`config.mk`:
```
export PLATFORM = sky130hd
export DESIGN_NAME = cpd_decoder
export DESIGN_NICKNAME = d
export VERILOG_FILES = /design/src/core/cpd_pkg.sv /design/src/core/cpd_decoder.sv
export SDC_FILE = /design/constraint.sdc
export NUM_CORES = 1
export LEC_CHECK = 0
export BUFFER_PORTS_ARGS = -buffer_cell sky130_fd_sc_hd__buf_2
export CAP_MARGIN = 5
export CORE_UTILIZATION = 41
export DETAILED_ROUTE_END_ITERATION = 7
export GPL_TIMING_DRIVEN = 0
export PLACE_DENSITY_LB_ADDON = 0.3
export SYNTH_ARGS = -nofsm -noshare
export SYNTH_HDL_FRONTEND = slang
export SYNTH_SLANG_ARGS = --single-unit
```
`constraint.sdc`:
```
create_clock -name clock -period 5.92 [get_ports clock]
set_input_delay 0.296 -clock clock [delete_from_list [all_inputs] [get_ports clock]]
set_output_delay 0.296 -clock clock [all_outputs]
set_load 0.005 [all_outputs]
```
`src/core/cpd_pkg.sv`:
```
// constants, opcodes and register map of the control and operand decoder
// Notes on behaviour
// - carry_invert_op (opcode F5) toggles carry and takes 2 cycles.
// - carry, direction and interrupt clear or set ops take 2 cycles, one flag each.
// - opcode F0 is the bus-lock prefix: 2 cycles, 3 on the narrow-bus variant.
// - opcode 11011xxx plus operand byte is a coprocessor handoff of 6 cycles.
// - word operations add 4 cycles for each memory transfer.
// - effective-address calculation costs 4 cycles, included in the counts.
// - addressing form 11 makes the operand field a register selector.
// - form 00 has no displacement, except field 110 takes a direct 16-bit address.
// - form 01 takes one displacement byte, sign-extended to 16 bits.
// - form 10 takes two displacement bytes, low byte first.
// - fields 000/001 give base word plus source or destination index plus displacement.
// - fields 010/011 give base pointer plus source or destination index plus displacement.
// - fields 100..111 give source index, destination index, base pointer, base word.
// - segment field: 00 extra, 01 code, 10 stack, 11 data, also in prefixes.
// - register field decodes word or byte registers by the size bit.
// - operands addressed through the base pointer default to the stack segment.
// - string destinations always use the extra segment, overrides ignored.
// - displacement bytes are fetched right after the operand byte.
package cpd_pkg;
  // opcodes
  localparam logic [7:0] OP_CLEAR_CARRY = 8'hF8;
  localparam logic [7:0] OP_SET_CARRY = 8'hF9;
  localparam logic [7:0] OP_INTERRUPT_MASK = 8'hFA;
  localparam logic [7:0] OP_INTERRUPT_UNMASK = 8'hFB;
  localparam logic [7:0] OP_CLEAR_DIRECTION = 8'hFC;
  localparam logic [7:0] OP_SET_DIRECTION = 8'hFD;
  localparam logic [7:0] OP_CARRY_INVERT = 8'hF5;
  localparam logic [7:0] OP_BUS_LOCK = 8'hF0;
  localparam logic [4:0] OP_COPROC_HIGH5 = 5'h1B;
  localparam logic [2:0] OP_SEG_OVR_HIGH3 = 3'h1;
  localparam logic [2:0] OP_SEG_OVR_LOW3 = 3'h6;
  // addressing forms
  localparam logic [1:0] MOD_NO_DISP = 2'h0;
  localparam logic [1:0] MOD_DISP8 = 2'h1;
  localparam logic [1:0] MOD_DISP16 = 2'h2;
  localparam logic [1:0] MOD_REGISTER = 2'h3;
  localparam logic [2:0] RM_DIRECT = 3'h6;
  // segment selector codes
  localparam logic [1:0] SEG_EXTRA = 2'h0;
  localparam logic [1:0] SEG_CODE = 2'h1;
  localparam logic [1:0] SEG_STACK = 2'h2;
  localparam logic [1:0] SEG_DATA = 2'h3;
  // general register indices
  localparam logic [2:0] GPR_BASE_WORD = 3'h3;
  localparam logic [2:0] GPR_BASE_POINTER = 3'h5;
  localparam logic [2:0] GPR_SOURCE_INDEX = 3'h6;
  localparam logic [2:0] GPR_DESTINATION_INDEX = 3'h7;
  // cycle costs
  localparam logic [7:0] FLAG_OP_CYCLES = 8'h02;
  localparam logic [7:0] LOCK_CYCLES_WIDE = 8'h02;
  localparam logic [7:0] LOCK_CYCLES_NARROW = 8'h03;
  localparam logic [7:0] COPROC_CYCLES = 8'h06;
  localparam logic [7:0] WORD_XFER_EXTRA = 8'h04;
  localparam logic [7:0] EA_CYCLES = 8'h04;
  localparam logic [7:0] SEG_OVR_CYCLES = 8'h02;
  localparam logic [7:0] UNKNOWN_CYCLES = 8'h02;
  // register map, word indices on the register port
  localparam logic [4:0] REG_GPR0 = 5'h00;
  localparam logic [4:0] REG_SEG0 = 5'h08;
  localparam logic [4:0] REG_FLAGS = 5'h0C;
  localparam logic [4:0] REG_CONFIG = 5'h0D;
  localparam logic [4:0] REG_EA = 5'h0E;
  localparam logic [4:0] REG_PHYS_LO = 5'h0F;
  localparam logic [4:0] REG_PHYS_HI = 5'h10;
  localparam logic [4:0] REG_DECODE = 5'h11;
  localparam logic [4:0] REG_OPERAND = 5'h12;
  // flag and config bit positions
  localparam int FLAG_CARRY = 0;
  localparam int FLAG_DIRECTION = 1;
  localparam int FLAG_INTR = 2;
  localparam int CFG_NARROW_BUS = 0;
  localparam int CFG_WORD_OP = 1;
  localparam int CFG_STRING_DEST = 2;
  localparam logic [2:0] FLAGS_RESET = 3'h0;
  localparam logic [2:0] CONFIG_RESET = 3'h0;
  localparam logic [15:0] REG_RESET = 16'h0000;
endpackage : cpd_pkg
```
`src/core/cpd_decoder.sv`:
```
// processor-control opcode execution and operand addressing-byte decode
`timescale 1ns/1ps
`default_nettype none
module cpd_decoder (
  input wire logic clock, // 10 MHz processor clock
  input wire logic rst_n, // asynchronous reset, active low
  input wire logic [7:0] code_byte, // next instruction byte
  input wire logic code_valid, // code_byte is present
  output logic code_ready, // decoder takes a byte this cycle
  input wire logic [4:0] reg_addr, // register index
  input wire logic [15:0] reg_wdata, // register write data
  input wire logic reg_wr, // register write strobe
  input wire logic reg_rd, // register read strobe
  output logic [15:0] reg_rdata, // read data, cycle after strobe
  output logic busy, // instruction in progress
  output logic done, // instruction complete, one cycle
  output logic unknown_op, // completed opcode was not handled, one cycle
  output logic carry, // carry flag
  output logic direction, // direction flag
  output logic intr_enable, // interrupt-enable flag
  output logic bus_lock, // lock prefix active for the next instruction
  output logic cop_valid, // coprocessor opcode handed off, one cycle
  output logic [5:0] cop_opcode, // high and low opcode bits for the coprocessor
  output logic [15:0] effective_address, // last computed offset
  output logic [19:0] phys_addr, // last physical address
  output logic [1:0] seg_sel, // segment used for the last memory operand
  output logic operand_is_reg, // last operand was a register
  output logic [15:0] operand_value // value of the last register operand
);

  typedef enum logic [4:0] {
    CPD_IDLE = 5'b00001,
    CPD_MODRM = 5'b00010,
    CPD_DISP_LO = 5'b00100,
    CPD_DISP_HI = 5'b01000,
    CPD_EXEC = 5'b10000
  } cpd_state_t;

  ////////////////////////////////////////////////////////////////////////////
  // decode helpers

  // register field decode by size bit
  function automatic logic [15:0] cpd_reg_value(input logic [2:0] field, input logic wide,
                                                 input logic [15:0] r0, input logic [15:0] r1,
                                                 input logic [15:0] r2, input logic [15:0] r3,
                                                 input logic [15:0] r4, input logic [15:0] r5,
                                                 input logic [15:0] r6, input logic [15:0] r7);
    logic [15:0] word;
    logic [15:0] low4;
    word = 16'h0000;
    low4 = 16'h0000;
    case (field)
      3'h0: word = r0;
      3'h1: word = r1;
      3'h2: word = r2;
      3'h3: word = r3;
      3'h4: word = r4;
      3'h5: word = r5;
      3'h6: word = r6;
      default: word = r7;
    endcase
    case (field[1:0])
      2'h0: low4 = r0;
      2'h1: low4 = r1;
      2'h2: low4 = r2;
      default: low4 = r3;
    endcase
    if (wide) begin
      cpd_reg_value = word;
    end else if (field[2]) begin
      cpd_reg_value = {8'h00, low4[15:8]};
    end else begin
      cpd_reg_value = {8'h00, low4[7:0]};
    end
  endfunction : cpd_reg_value

  // true when the operand field addresses through the base pointer
  function automatic logic cpd_uses_bp(input logic [1:0] md, input logic [2:0] rm);
    cpd_uses_bp = (rm == 3'h2) || (rm == 3'h3) ||
                  ((rm == cpd_pkg::RM_DIRECT) && (md != cpd_pkg::MOD_NO_DISP));
  endfunction : cpd_uses_bp

  ////////////////////////////////////////////////////////////////////////////
  // state

  cpd_state_t state, next_state;
  logic [15:0] gpr [0:7];
  logic [15:0] seg [0:3];
  logic [2:0] flags, next_flags;
  logic [2:0] cfg, next_cfg;
  logic [7:0] opcode, next_opcode;
  logic [7:0] modrm, next_modrm;
  logic [15:0] disp, next_disp;
  logic [7:0] cost, next_cost;
  logic [7:0] cyc, next_cyc;
  logic ovr_pending, next_ovr_pending;
  logic [1:0] ovr_seg, next_ovr_seg;
  logic lock_pending, next_lock_pending;
  logic next_busy, next_done, next_unknown, next_cop_valid, next_ready;
  logic next_bus_lock, next_is_reg;
  logic [5:0] next_cop_opcode;
  logic [15:0] next_ea, next_operand, next_rdata;
  logic [19:0] next_phys;
  logic [1:0] next_seg_sel;

  logic take;
  logic [15:0] base_a, base_b, ea_sum;
  logic [1:0] md;
  logic [2:0] rm;
  logic [1:0] use_seg;

  assign take = code_valid && code_ready;
  assign md = modrm[7:6];
  assign rm = modrm[2:0];

  ////////////////////////////////////////////////////////////////////////////
  // effective address of the held operand byte

  always_comb begin
    base_a = 16'h0000;
    base_b = 16'h0000;
    case (rm)
      3'h0: begin
        base_a = gpr[cpd_pkg::GPR_BASE_WORD];
        base_b = gpr[cpd_pkg::GPR_SOURCE_INDEX];
      end
      3'h1: begin
        base_a = gpr[cpd_pkg::GPR_BASE_WORD];
        base_b = gpr[cpd_pkg::GPR_DESTINATION_INDEX];
      end
      3'h2: begin
        base_a = gpr[cpd_pkg::GPR_BASE_POINTER];
        base_b = gpr[cpd_pkg::GPR_SOURCE_INDEX];
      end
      3'h3: begin
        base_a = gpr[cpd_pkg::GPR_BASE_POINTER];
        base_b = gpr[cpd_pkg::GPR_DESTINATION_INDEX];
      end
      3'h4: base_a = gpr[cpd_pkg::GPR_SOURCE_INDEX];
      3'h5: base_a = gpr[cpd_pkg::GPR_DESTINATION_INDEX];
      3'h6: begin
        // direct form leaves the base at zero so the sum is the address
        if (md != cpd_pkg::MOD_NO_DISP) begin
          base_a = gpr[cpd_pkg::GPR_BASE_POINTER];
        end
      end
      default: base_a = gpr[cpd_pkg::GPR_BASE_WORD];
    endcase
    ea_sum = 16'(base_a + base_b + disp);
    // string destination beats any override; override beats the default
    if (cfg[cpd_pkg::CFG_STRING_DEST]) begin
      use_seg = cpd_pkg::SEG_EXTRA;
    end else if (ovr_pending) begin
      use_seg = ovr_seg;
    end else if (cpd_uses_bp(md, rm)) begin
      use_seg = cpd_pkg::SEG_STACK;
    end else begin
      use_seg = cpd_pkg::SEG_DATA;
    end
  end

  ////////////////////////////////////////////////////////////////////////////
  // sequencer

  always_comb begin
    next_state = state;
    next_flags = flags;
    next_opcode = opcode;
    next_modrm = modrm;
    next_disp = disp;
    next_cost = cost;
    next_cyc = cyc;
    next_ovr_pending = ovr_pending;
    next_ovr_seg = ovr_seg;
    next_lock_pending = lock_pending;
    next_done = 1'b0;
    next_unknown = 1'b0;
    next_cop_valid = 1'b0;
    next_cop_opcode = cop_opcode;
    next_ea = effective_address;
    next_phys = phys_addr;
    next_seg_sel = seg_sel;
    next_is_reg = operand_is_reg;
    next_operand = operand_value;
    if (state != CPD_IDLE) begin
      next_cyc = 8'(cyc + 8'h01);
    end
    case (state)
      CPD_IDLE: begin
        if (take) begin
          next_opcode = code_byte;
          next_cyc = 8'h01;
          next_disp = 16'h0000;
          next_state = CPD_EXEC;
          if (code_byte == cpd_pkg::OP_BUS_LOCK) begin
            next_cost = cfg[cpd_pkg::CFG_NARROW_BUS] ? cpd_pkg::LOCK_CYCLES_NARROW
                                                     : cpd_pkg::LOCK_CYCLES_WIDE;
          end else if (code_byte[7:3] == cpd_pkg::OP_COPROC_HIGH5) begin
            next_cost = cpd_pkg::COPROC_CYCLES;
            next_state = CPD_MODRM;
          end else if (code_byte[7:5] == cpd_pkg::OP_SEG_OVR_HIGH3 &&
                       code_byte[2:0] == cpd_pkg::OP_SEG_OVR_LOW3) begin
            next_cost = cpd_pkg::SEG_OVR_CYCLES;
          end else if (code_byte == cpd_pkg::OP_CARRY_INVERT ||
                       (code_byte >= cpd_pkg::OP_CLEAR_CARRY &&
                        code_byte <= cpd_pkg::OP_SET_DIRECTION)) begin
            next_cost = cpd_pkg::FLAG_OP_CYCLES;
          end else begin
            next_cost = cpd_pkg::UNKNOWN_CYCLES;
          end
        end
      end
      CPD_MODRM: begin
        if (take) begin
          next_modrm = code_byte;
          // memory operand of a word operation costs one more transfer
          if (code_byte[7:6] != cpd_pkg::MOD_REGISTER && cfg[cpd_pkg::CFG_WORD_OP]) begin
            next_cost = 8'(cost + cpd_pkg::WORD_XFER_EXTRA);
          end
          case (code_byte[7:6])
            cpd_pkg::MOD_NO_DISP: begin
              next_state = (code_byte[2:0] == cpd_pkg::RM_DIRECT) ? CPD_DISP_LO : CPD_EXEC;
            end
            cpd_pkg::MOD_DISP8: next_state = CPD_DISP_LO;
            cpd_pkg::MOD_DISP16: next_state = CPD_DISP_LO;
            default: next_state = CPD_EXEC;
          endcase
        end
      end
      CPD_DISP_LO: begin
        if (take) begin
          if (md == cpd_pkg::MOD_DISP8) begin
            next_disp = {{8{code_byte[7]}}, code_byte};
            next_state = CPD_EXEC;
          end else begin
            next_disp = {8'h00, code_byte};
            next_state = CPD_DISP_HI;
          end
        end
      end
      CPD_DISP_HI: begin
        if (take) begin
          next_disp = {code_byte, disp[7:0]};
          next_state = CPD_EXEC;
        end
      end
      CPD_EXEC: begin
        // elapsed count includes the fetch cycles, and address time is
        // part of the coprocessor cost, so no extra wait is added
        if (cyc >= 8'(cost - 8'h01)) begin
          next_state = CPD_IDLE;
          next_done = 1'b1;
          next_cyc = 8'h00;
          if (opcode != cpd_pkg::OP_BUS_LOCK && !(opcode[7:5] == cpd_pkg::OP_SEG_OVR_HIGH3 &&
              opcode[2:0] == cpd_pkg::OP_SEG_OVR_LOW3)) begin
            next_lock_pending = 1'b0;
            next_ovr_pending = 1'b0;
          end
          case (opcode)
            cpd_pkg::OP_CARRY_INVERT: next_flags[cpd_pkg::FLAG_CARRY] = ~flags[cpd_pkg::FLAG_CARRY];
            cpd_pkg::OP_CLEAR_CARRY: next_flags[cpd_pkg::FLAG_CARRY] = 1'b0;
            cpd_pkg::OP_SET_CARRY: next_flags[cpd_pkg::FLAG_CARRY] = 1'b1;
            cpd_pkg::OP_INTERRUPT_MASK: next_flags[cpd_pkg::FLAG_INTR] = 1'b0;
            cpd_pkg::OP_INTERRUPT_UNMASK: next_flags[cpd_pkg::FLAG_INTR] = 1'b1;
            cpd_pkg::OP_CLEAR_DIRECTION: next_flags[cpd_pkg::FLAG_DIRECTION] = 1'b0;
            cpd_pkg::OP_SET_DIRECTION: next_flags[cpd_pkg::FLAG_DIRECTION] = 1'b1;
            cpd_pkg::OP_BUS_LOCK: next_lock_pending = 1'b1;
            default: begin
              if (opcode[7:3] == cpd_pkg::OP_COPROC_HIGH5) begin
                next_cop_valid = 1'b1;
                next_cop_opcode = {opcode[2:0], modrm[5:3]};
                if (md == cpd_pkg::MOD_REGISTER) begin
                  next_is_reg = 1'b1;
                  next_operand = cpd_reg_value(rm, cfg[cpd_pkg::CFG_WORD_OP], gpr[0], gpr[1],
                                               gpr[2], gpr[3], gpr[4], gpr[5], gpr[6], gpr[7]);
                end else begin
                  next_is_reg = 1'b0;
                  next_ea = ea_sum;
                  next_seg_sel = use_seg;
                  next_phys = 20'({seg[use_seg], 4'h0} + {4'h0, ea_sum});
                end
              end else if (opcode[7:5] == cpd_pkg::OP_SEG_OVR_HIGH3 &&
                           opcode[2:0] == cpd_pkg::OP_SEG_OVR_LOW3) begin
                next_ovr_pending = 1'b1;
                next_ovr_seg = opcode[4:3];
              end else begin
                next_unknown = 1'b1;
              end
            end
          endcase
        end
      end
      default: next_state = CPD_IDLE;
    endcase
    // hardware flag update wins over a software write in the same cycle
    next_cfg = cfg;
    if (reg_wr && reg_addr == cpd_pkg::REG_CONFIG) begin
      next_cfg = reg_wdata[2:0];
    end
    if (reg_wr && reg_addr == cpd_pkg::REG_FLAGS && !next_done) begin
      next_flags = reg_wdata[2:0];
    end
    next_busy = (next_state != CPD_IDLE);
    next_ready = (next_state != CPD_EXEC);
    next_bus_lock = next_lock_pending;
  end

  ////////////////////////////////////////////////////////////////////////////
  // register read port

  always_comb begin
    next_rdata = 16'h0000;
    if (reg_rd) begin
      if (reg_addr < cpd_pkg::REG_SEG0) begin
        next_rdata = gpr[reg_addr[2:0]];
      end else if (reg_addr < cpd_pkg::REG_FLAGS) begin
        next_rdata = seg[reg_addr[1:0]];
      end else begin
        case (reg_addr)
          cpd_pkg::REG_FLAGS: next_rdata = {13'h0000, flags};
          cpd_pkg::REG_CONFIG: next_rdata = {13'h0000, cfg};
          cpd_pkg::REG_EA: next_rdata = effective_address;
          cpd_pkg::REG_PHYS_LO: next_rdata = phys_addr[15:0];
          cpd_pkg::REG_PHYS_HI: next_rdata = {12'h000, phys_addr[19:16]};
          cpd_pkg::REG_DECODE: next_rdata = {5'h00, busy, bus_lock, operand_is_reg,
                                             seg_sel, cop_opcode};
          cpd_pkg::REG_OPERAND: next_rdata = operand_value;
          default: next_rdata = 16'h0000;
        endcase
      end
    end
  end

  ////////////////////////////////////////////////////////////////////////////
  // registers

  genvar gi;
  generate
    for (gi = 0; gi < 8; gi++) begin : g_gpr
      always_ff @(posedge clock or negedge rst_n) begin
        if (!rst_n) begin
          gpr[gi] <= cpd_pkg::REG_RESET;
        end else if (reg_wr && reg_addr == 5'(cpd_pkg::REG_GPR0 + gi)) begin
          gpr[gi] <= reg_wdata;
        end
      end
    end
    for (gi = 0; gi < 4; gi++) begin : g_seg
      always_ff @(posedge clock or negedge rst_n) begin
        if (!rst_n) begin
          seg[gi] <= cpd_pkg::REG_RESET;
        end else if (reg_wr && reg_addr == 5'(cpd_pkg::REG_SEG0 + gi)) begin
          seg[gi] <= reg_wdata;
        end
      end
    end
  endgenerate

  always_ff @(posedge clock or negedge rst_n) begin
    if (!rst_n) begin
      state <= CPD_IDLE;
      flags <= cpd_pkg::FLAGS_RESET;
      cfg <= cpd_pkg::CONFIG_RESET;
      opcode <= 8'h00;
      modrm <= 8'h00;
      disp <= 16'h0000;
      cost <= 8'h00;
      cyc <= 8'h00;
      ovr_pending <= 1'b0;
      ovr_seg <= cpd_pkg::SEG_DATA;
      lock_pending <= 1'b0;
      code_ready <= 1'b1;
      reg_rdata <= 16'h0000;
      busy <= 1'b0;
      done <= 1'b0;
      unknown_op <= 1'b0;
      bus_lock <= 1'b0;
      cop_valid <= 1'b0;
      cop_opcode <= 6'h00;
      effective_address <= 16'h0000;
      phys_addr <= 20'h00000;
      seg_sel <= cpd_pkg::SEG_DATA;
      operand_is_reg <= 1'b0;
      operand_value <= 16'h0000;
    end else begin
      state <= next_state;
      flags <= next_flags;
      cfg <= next_cfg;
      opcode <= next_opcode;
      modrm <= next_modrm;
      disp <= next_disp;
      cost <= next_cost;
      cyc <= next_cyc;
      ovr_pending <= next_ovr_pending;
      ovr_seg <= next_ovr_seg;
      lock_pending <= next_lock_pending;
      code_ready <= next_ready;
      reg_rdata <= next_rdata;
      busy <= next_busy;
      done <= next_done;
      unknown_op <= next_unknown;
      bus_lock <= next_bus_lock;
      cop_valid <= next_cop_valid;
      cop_opcode <= next_cop_opcode;
      effective_address <= next_ea;
      phys_addr <= next_phys;
      seg_sel <= next_seg_sel;
      operand_is_reg <= next_is_reg;
      operand_value <= next_operand;
    end
  end

  assign carry = flags[cpd_pkg::FLAG_CARRY];
  assign direction = flags[cpd_pkg::FLAG_DIRECTION];
  assign intr_enable = flags[cpd_pkg::FLAG_INTR];

endmodule : cpd_decoder
`default_nettype wire

```
# After elaboration in Yosys (flattened, before gate mapping)
# Index checks and enable logic that the tools add are counted.
[word_totals]
reg_bits = 337
in_bits = 34
word_cells = 248
[op_classes]
n_addsub = 6
n_lt_le_gt_ge = 6
eq_ne = 59
mux = 74
n_bitwise = 8
reduce_logical = 57
[ops]
columns = ["cell", "count"]
rows = [
  ["16-bit two-way mux", 15],
  ["16-bit one-hot mux with 7 select lines", 2],
  ["16-bit one-hot mux with 3 select lines", 2],
  ["8-bit == test, second input constant", 9],
  ["16-bit binary-select mux with 2-bit select", 2],
  ["16-bit one-hot mux with 4 select lines", 1],
  ["8-bit two-way mux", 7],
  ["16-bit binary-select mux with 3-bit select", 1],
  ["5-bit by 4-bit == test with 1-bit output, second input constant", 9],
  ["5-bit two-way mux", 9],
  ["16-bit adder", 2],
  ["16-bit one-hot mux with 2 select lines", 1],
  ["8-bit one-hot mux with 2 select lines", 2],
  ["5-bit == test, second input constant", 6],
  ["5-bit by 3-bit == test with 1-bit output, second input constant", 5],
  ["5-bit one-hot mux with 5 select lines", 1],
  ["20-bit by 16-bit adder with 20-bit output", 1],
  ["1-bit logical AND", 20],
  ["1-bit two-way mux", 20],
  ["4-bit AND reduction", 4],
  ["3-bit == test, second input constant", 5],
  ["5-bit by 2-bit == test with 1-bit output, second input constant", 3],
  ["3-bit two-way mux", 5],
  ["5-bit AND reduction", 3],
  ["other kinds (35)", 75],
]

# Longest topological paths before layout
[logic_depth]
ltp_word = 11
depth_mapped = 27
depth_no_buf = 25

# Least setup slack after synthesis
# OpenSTA, ideal clock, no wires.
[synth_path]
path_type = "reg-to-reg"
start = "register modrm[0]"
end = "register phys_addr[16]"
arrival_time_ns = 5.759
required_ns = 5.851
slack_ns = 0.092
stages_incl_launch_ff = 27
path_buffers = 4
period_less_slack_ns = 5.828
cell_sequence = "dfrtp_1 buf_4 clkbuf_1 clkbuf_1 buf_1 mux2_2 nand2_1 fa_1 inv_1 ha_1 inv_1 fa_1 nor2b_4 o31a_1 o21a_1 or2_2 xor2_1 ha_1 o21ai_0 o21bai_1 a21oi_1 nand2b_1 a211oi_1 o311ai_2 a21boi_1 or4_1 nand3_1"
[synth_lines]
columns = ["item", "line", "rtl"]
rows = [
  ["start: declaration", "cpd_decoder.sv:92", "logic [7:0] modrm, next_modrm;"],
  ["start signal: assignment", "cpd_decoder.sv:390", "modrm <= next_modrm;"],
  ["3-bit by 2-bit == test with 1-bit output (tied with other cells)", "cpd_decoder.sv:122", "case (rm)"],
  ["2-bit OR reduction (no line)", "-", ""],
  ["16-bit one-hot mux with 4 select lines / 16-bit one-hot mux with 2 select lines (equally long branches)", "cpd_decoder.sv:122", ""],
  ["16-bit adder (*) (2 in a row)", "cpd_decoder.sv:149", "ea_sum = 16'(base_a + base_b + disp);"],
  ["named net ea_sum[7]", "cpd_decoder.sv:107", "logic [15:0] base_a, base_b, ea_sum;"],
  ["20-bit by 16-bit adder with 20-bit output (*)", "cpd_decoder.sv:280", "next_phys = 20'({seg[use_seg], 4'h0} + {4'h0, ea_sum});"],
  ["end signal: assignment", "cpd_decoder.sv:406", "phys_addr <= next_phys;"],
  ["end: declaration", "cpd_decoder.sv:25", "output logic [19:0] phys_addr,"],
]
# Mark *: on every way through the listed nets, which the timed path passes. The rest lies on a longest branch. The select of a mux whose other input is x is not followed.
# A chain may end at the register's enable or synchronous reset.

# Final worst setup path
[layout_path]
start = "register modrm[0]"
end = "register phys_addr[19]"
# Same word-level chain as after synthesis.

==> flow_summary.ini <==
[cts]
clkTransAtPathRegs_ps = 60
cts_tree = done
clock-sinks = 333
clock_latency_ps = 550
h-tree-depth = 2
cts_buffer_depth = 3
clock-root-buffer = clkbuf_16
cts_buffers = 37

[worst_setup_path]
worstPathRequired_ps = 6350
endpoint_kind = register
path_max_fanout = 10
cp-start-kind = register
worstPathArrival_ps = 6230
critPathKind = reg2reg
r2r-start = modrm[0]
crit_path_start = modrm[0]

[run_status]
status = finished clean

[global_routing]
antenna_found_initial = 1
grt_usage_pct = 29.5
grt_pass1_wl_mm = 103
grt_pass1_vias = 15500
grt_max_degree = 122
globalRouteOverflowTotal = 0

[cells_and_area]
largest_register_ff_count = 128
fin_nets = 2047
reg_top3 = gpr x128, seg x64
multiInputGateArea_um2 = 10400
antenna_cells = 0
final_common_cell = dfrtp_1
area_growth_pct = 15.1
drive_gt1_share_pct = 28.6
final_cell_mix = dfrtp_1 (325), mux2_2 (248), nand2_1 (237)
num-fill-cells = 4271
final_area_um2 = 22300
top_register = gpr
seq_area_um2 = 8340

[synthesis]
ys_ff_latch = 333
async_flop_share_pct = 100
synth_warnings = 0
synth_cells = 1795
ys.flop_type = dfrtp_1
synth.distinct_cells = 78
synth_edf_count = 0
synth_nets = 1885
syn_area_per_cell_um2 = 10.8
ys_seq_area_share_pct = 43.1
syn-cell-area_um2 = 19300

[sta]
fmax_mhz = 172
fin_setup_tns_ps = 0
finalCriticalPeriod_ps = 5800
period_share_pct = 98.0
slew_headroom_pct = 9.25
skew_ps = 12.4
finalSetupViolCount = 0
drv_slew = 0
tightest_slew_ps = 1360
hold_viol_final = 0

[place]
placed_cell_area_um2 = 20800
gp_congestion = 0.987
io_buffer_count = 117
dp_hpwl_mm = 53.0

[route]
detail-route-antenna-nets = 0
postRouteWirelength_mm = 70.2
wl_met2_mm = 32.5
drc_errors = 0
wl_per_cell_um = 27.1
wl_met3_mm = 5.04
viasPerCell = 6.13
dr.pass1.iters = 7
met1Wirelength_mm = 29.3
detailedRoute.firstIterationViolations = 1585
top_layer = met4
vias = 15900

[power_and_ir_drop]
seqPwrFrac_pct = 35.0
power_per_cell_area_nw_per_um2 = 386
pwr-share-clk_pct = 28.0
switching_share_pct = 37.1
power.leakage_nw = 10.3
peakVddDrop_uv = 288
p_int_mw = 5.40
combPwrFrac_pct = 37.0
p_switching_mw = 3.18

[floorplanning]
chipHeight_um = 219
coreArea_um2 = 46600
initial_utilization_pct = 41.5
die_x_um = 219
dieArea_um2 = 48000
boundaryPins = 120
std_cell_rows = 79

[min_path]
min_path_type = in2reg
min-delay-start = reg_wdata[10]

[job]
drv_cap = 0
final timing paths:
| path | end | slack (ps) | cells past startpoint |
|---|---|---|---|
| max | phys_addr[19] | 120 | 19 |
| min | seg[10] | 30 | 2 |
| max reg2reg | phys_addr[19] | 120 | 19 |
| min reg2reg | disp[1] | 470 | 2 |
| max in group asynchronous | gpr[77] | 4410 | 3 |
| min in group asynchronous | cop_opcode[5] | 380 | 2 |
per-stage QoR:
stage                     instances  setup slack [ps]  total power, mW  utilization [%]  hold slack (ps)
final                          2591               119             8.58             47.8             30.0
after global routing           2591             -3.41             8.97             47.8             29.2
after detailed placement       2522             -1780             5.99             44.6              415
after CTS                      2588              39.0             8.47             47.6             13.4
after floorplan                1795              92.2             4.98                -            0.409
after global placement         2519             -1870             5.93             44.4              459
critical path, stage by stage (launching register included):
cell       delay, ps
dfrtp_1          370
buf_6            160
and2_2           240
nand2_2          180
o21a_4           230
buf_4            230
o21ai_0          220
fa_1             560
inv_1             50
ha_1             450
nand2_1          170
a2111oi_2        520
o31a_1           330
o21a_1           150
nor2_1            50
xnor2_1          450
ha_1             440
a21oi_1          560
nand4_1          140
nor3b_1          180
cell usage after synthesis (6+ instances only):
cell type  count  area share [%]
buf_1         14            0.27
mux2i_1       56             2.9
a22o_1        19            0.86
a21o_1        13            0.50
nand2b_1      14            0.45
ha_1          39             2.5
dfrtp_1      327              42
a21oi_1       81             2.1
nor2b_1       14            0.45
nand4_1        7            0.23
inv_1         62             1.2
o21a_1        10            0.39
nand2_1      239             4.6
o311a_1        7            0.36
fa_1          17             1.8
o21ai_0       88             2.3
xor2_1        12            0.54
o22ai_1       46             1.5
mux2_2       248              14
dfstp_2        6            0.82
a211oi_1       9            0.35
mux4_2        59             6.9
clkbuf_1      94             1.8
o211ai_1       9            0.35
a31oi_1        7            0.23
nor3_1        27            0.70
and3_1         9            0.29
a22oi_1        8            0.31
nor2_1        78             1.5
buf_2          9            0.23
nor3b_1        7            0.27
xnor2_1       21            0.95
buf_4          6            0.23
nand3_1       43             1.1
power by group through the flow:
stage               Combinational (mW)  Clock (mW)  Sequential (mW)
detailed placement                2.97           0             3.03
global placement                  2.93           0             3.01
finish                            3.17        2.41             3.01
floorplan                         2.10           0             2.88
global route                      3.40        2.53             3.04
CTS                               3.04        2.44             2.99
logic make-up (layout without fill, tap and decap cells):
| logic type | Yosys count | in the layout | share of synthesized area, % |
|---|---|---|---|
| AO/OA/AOI/OAI | 353 | 353 | 12.0 |
| XOR/XNOR | 34 | 34 | 1.61 |
| adder cells (fa/ha/maj) | 56 | 56 | 4.28 |
| buffers and inverters | 189 | 378 | 3.93 |
| flip-flops | 333 | 333 | 43.1 |
| multiplexers | 364 | 364 | 24.3 |
| AND/OR/NAND/NOR | 466 | 466 | 10.8 |
cell type report:
cell class	instances	share of cell area (%)
well taps	607	3.41
clock buffers	55	5.02
multi-input cells	1273	46.5
repair buffers	127	3.21
inverters	64	1.09
plain buffers	121	2.63
flip-flops and latches	333	37.5
clock inverters	11	0.613
metal layers:
layer	GRT usage [%]	up-vias
met3	4.26	164
met5	0	-
met4	13.1	0
li1	-	6849
met1	39.9	8145
met2	46.8	732
timing repair:
item	CTS	global route
hold buffers	1	0
pin swaps	2	2
cloned	0	0
setup buffers	3	3
resized for setup	48	19
endpoints found under the setup margin	15	7
hold endpoints to repair	99	0
(Power assumes the default switching activity.)
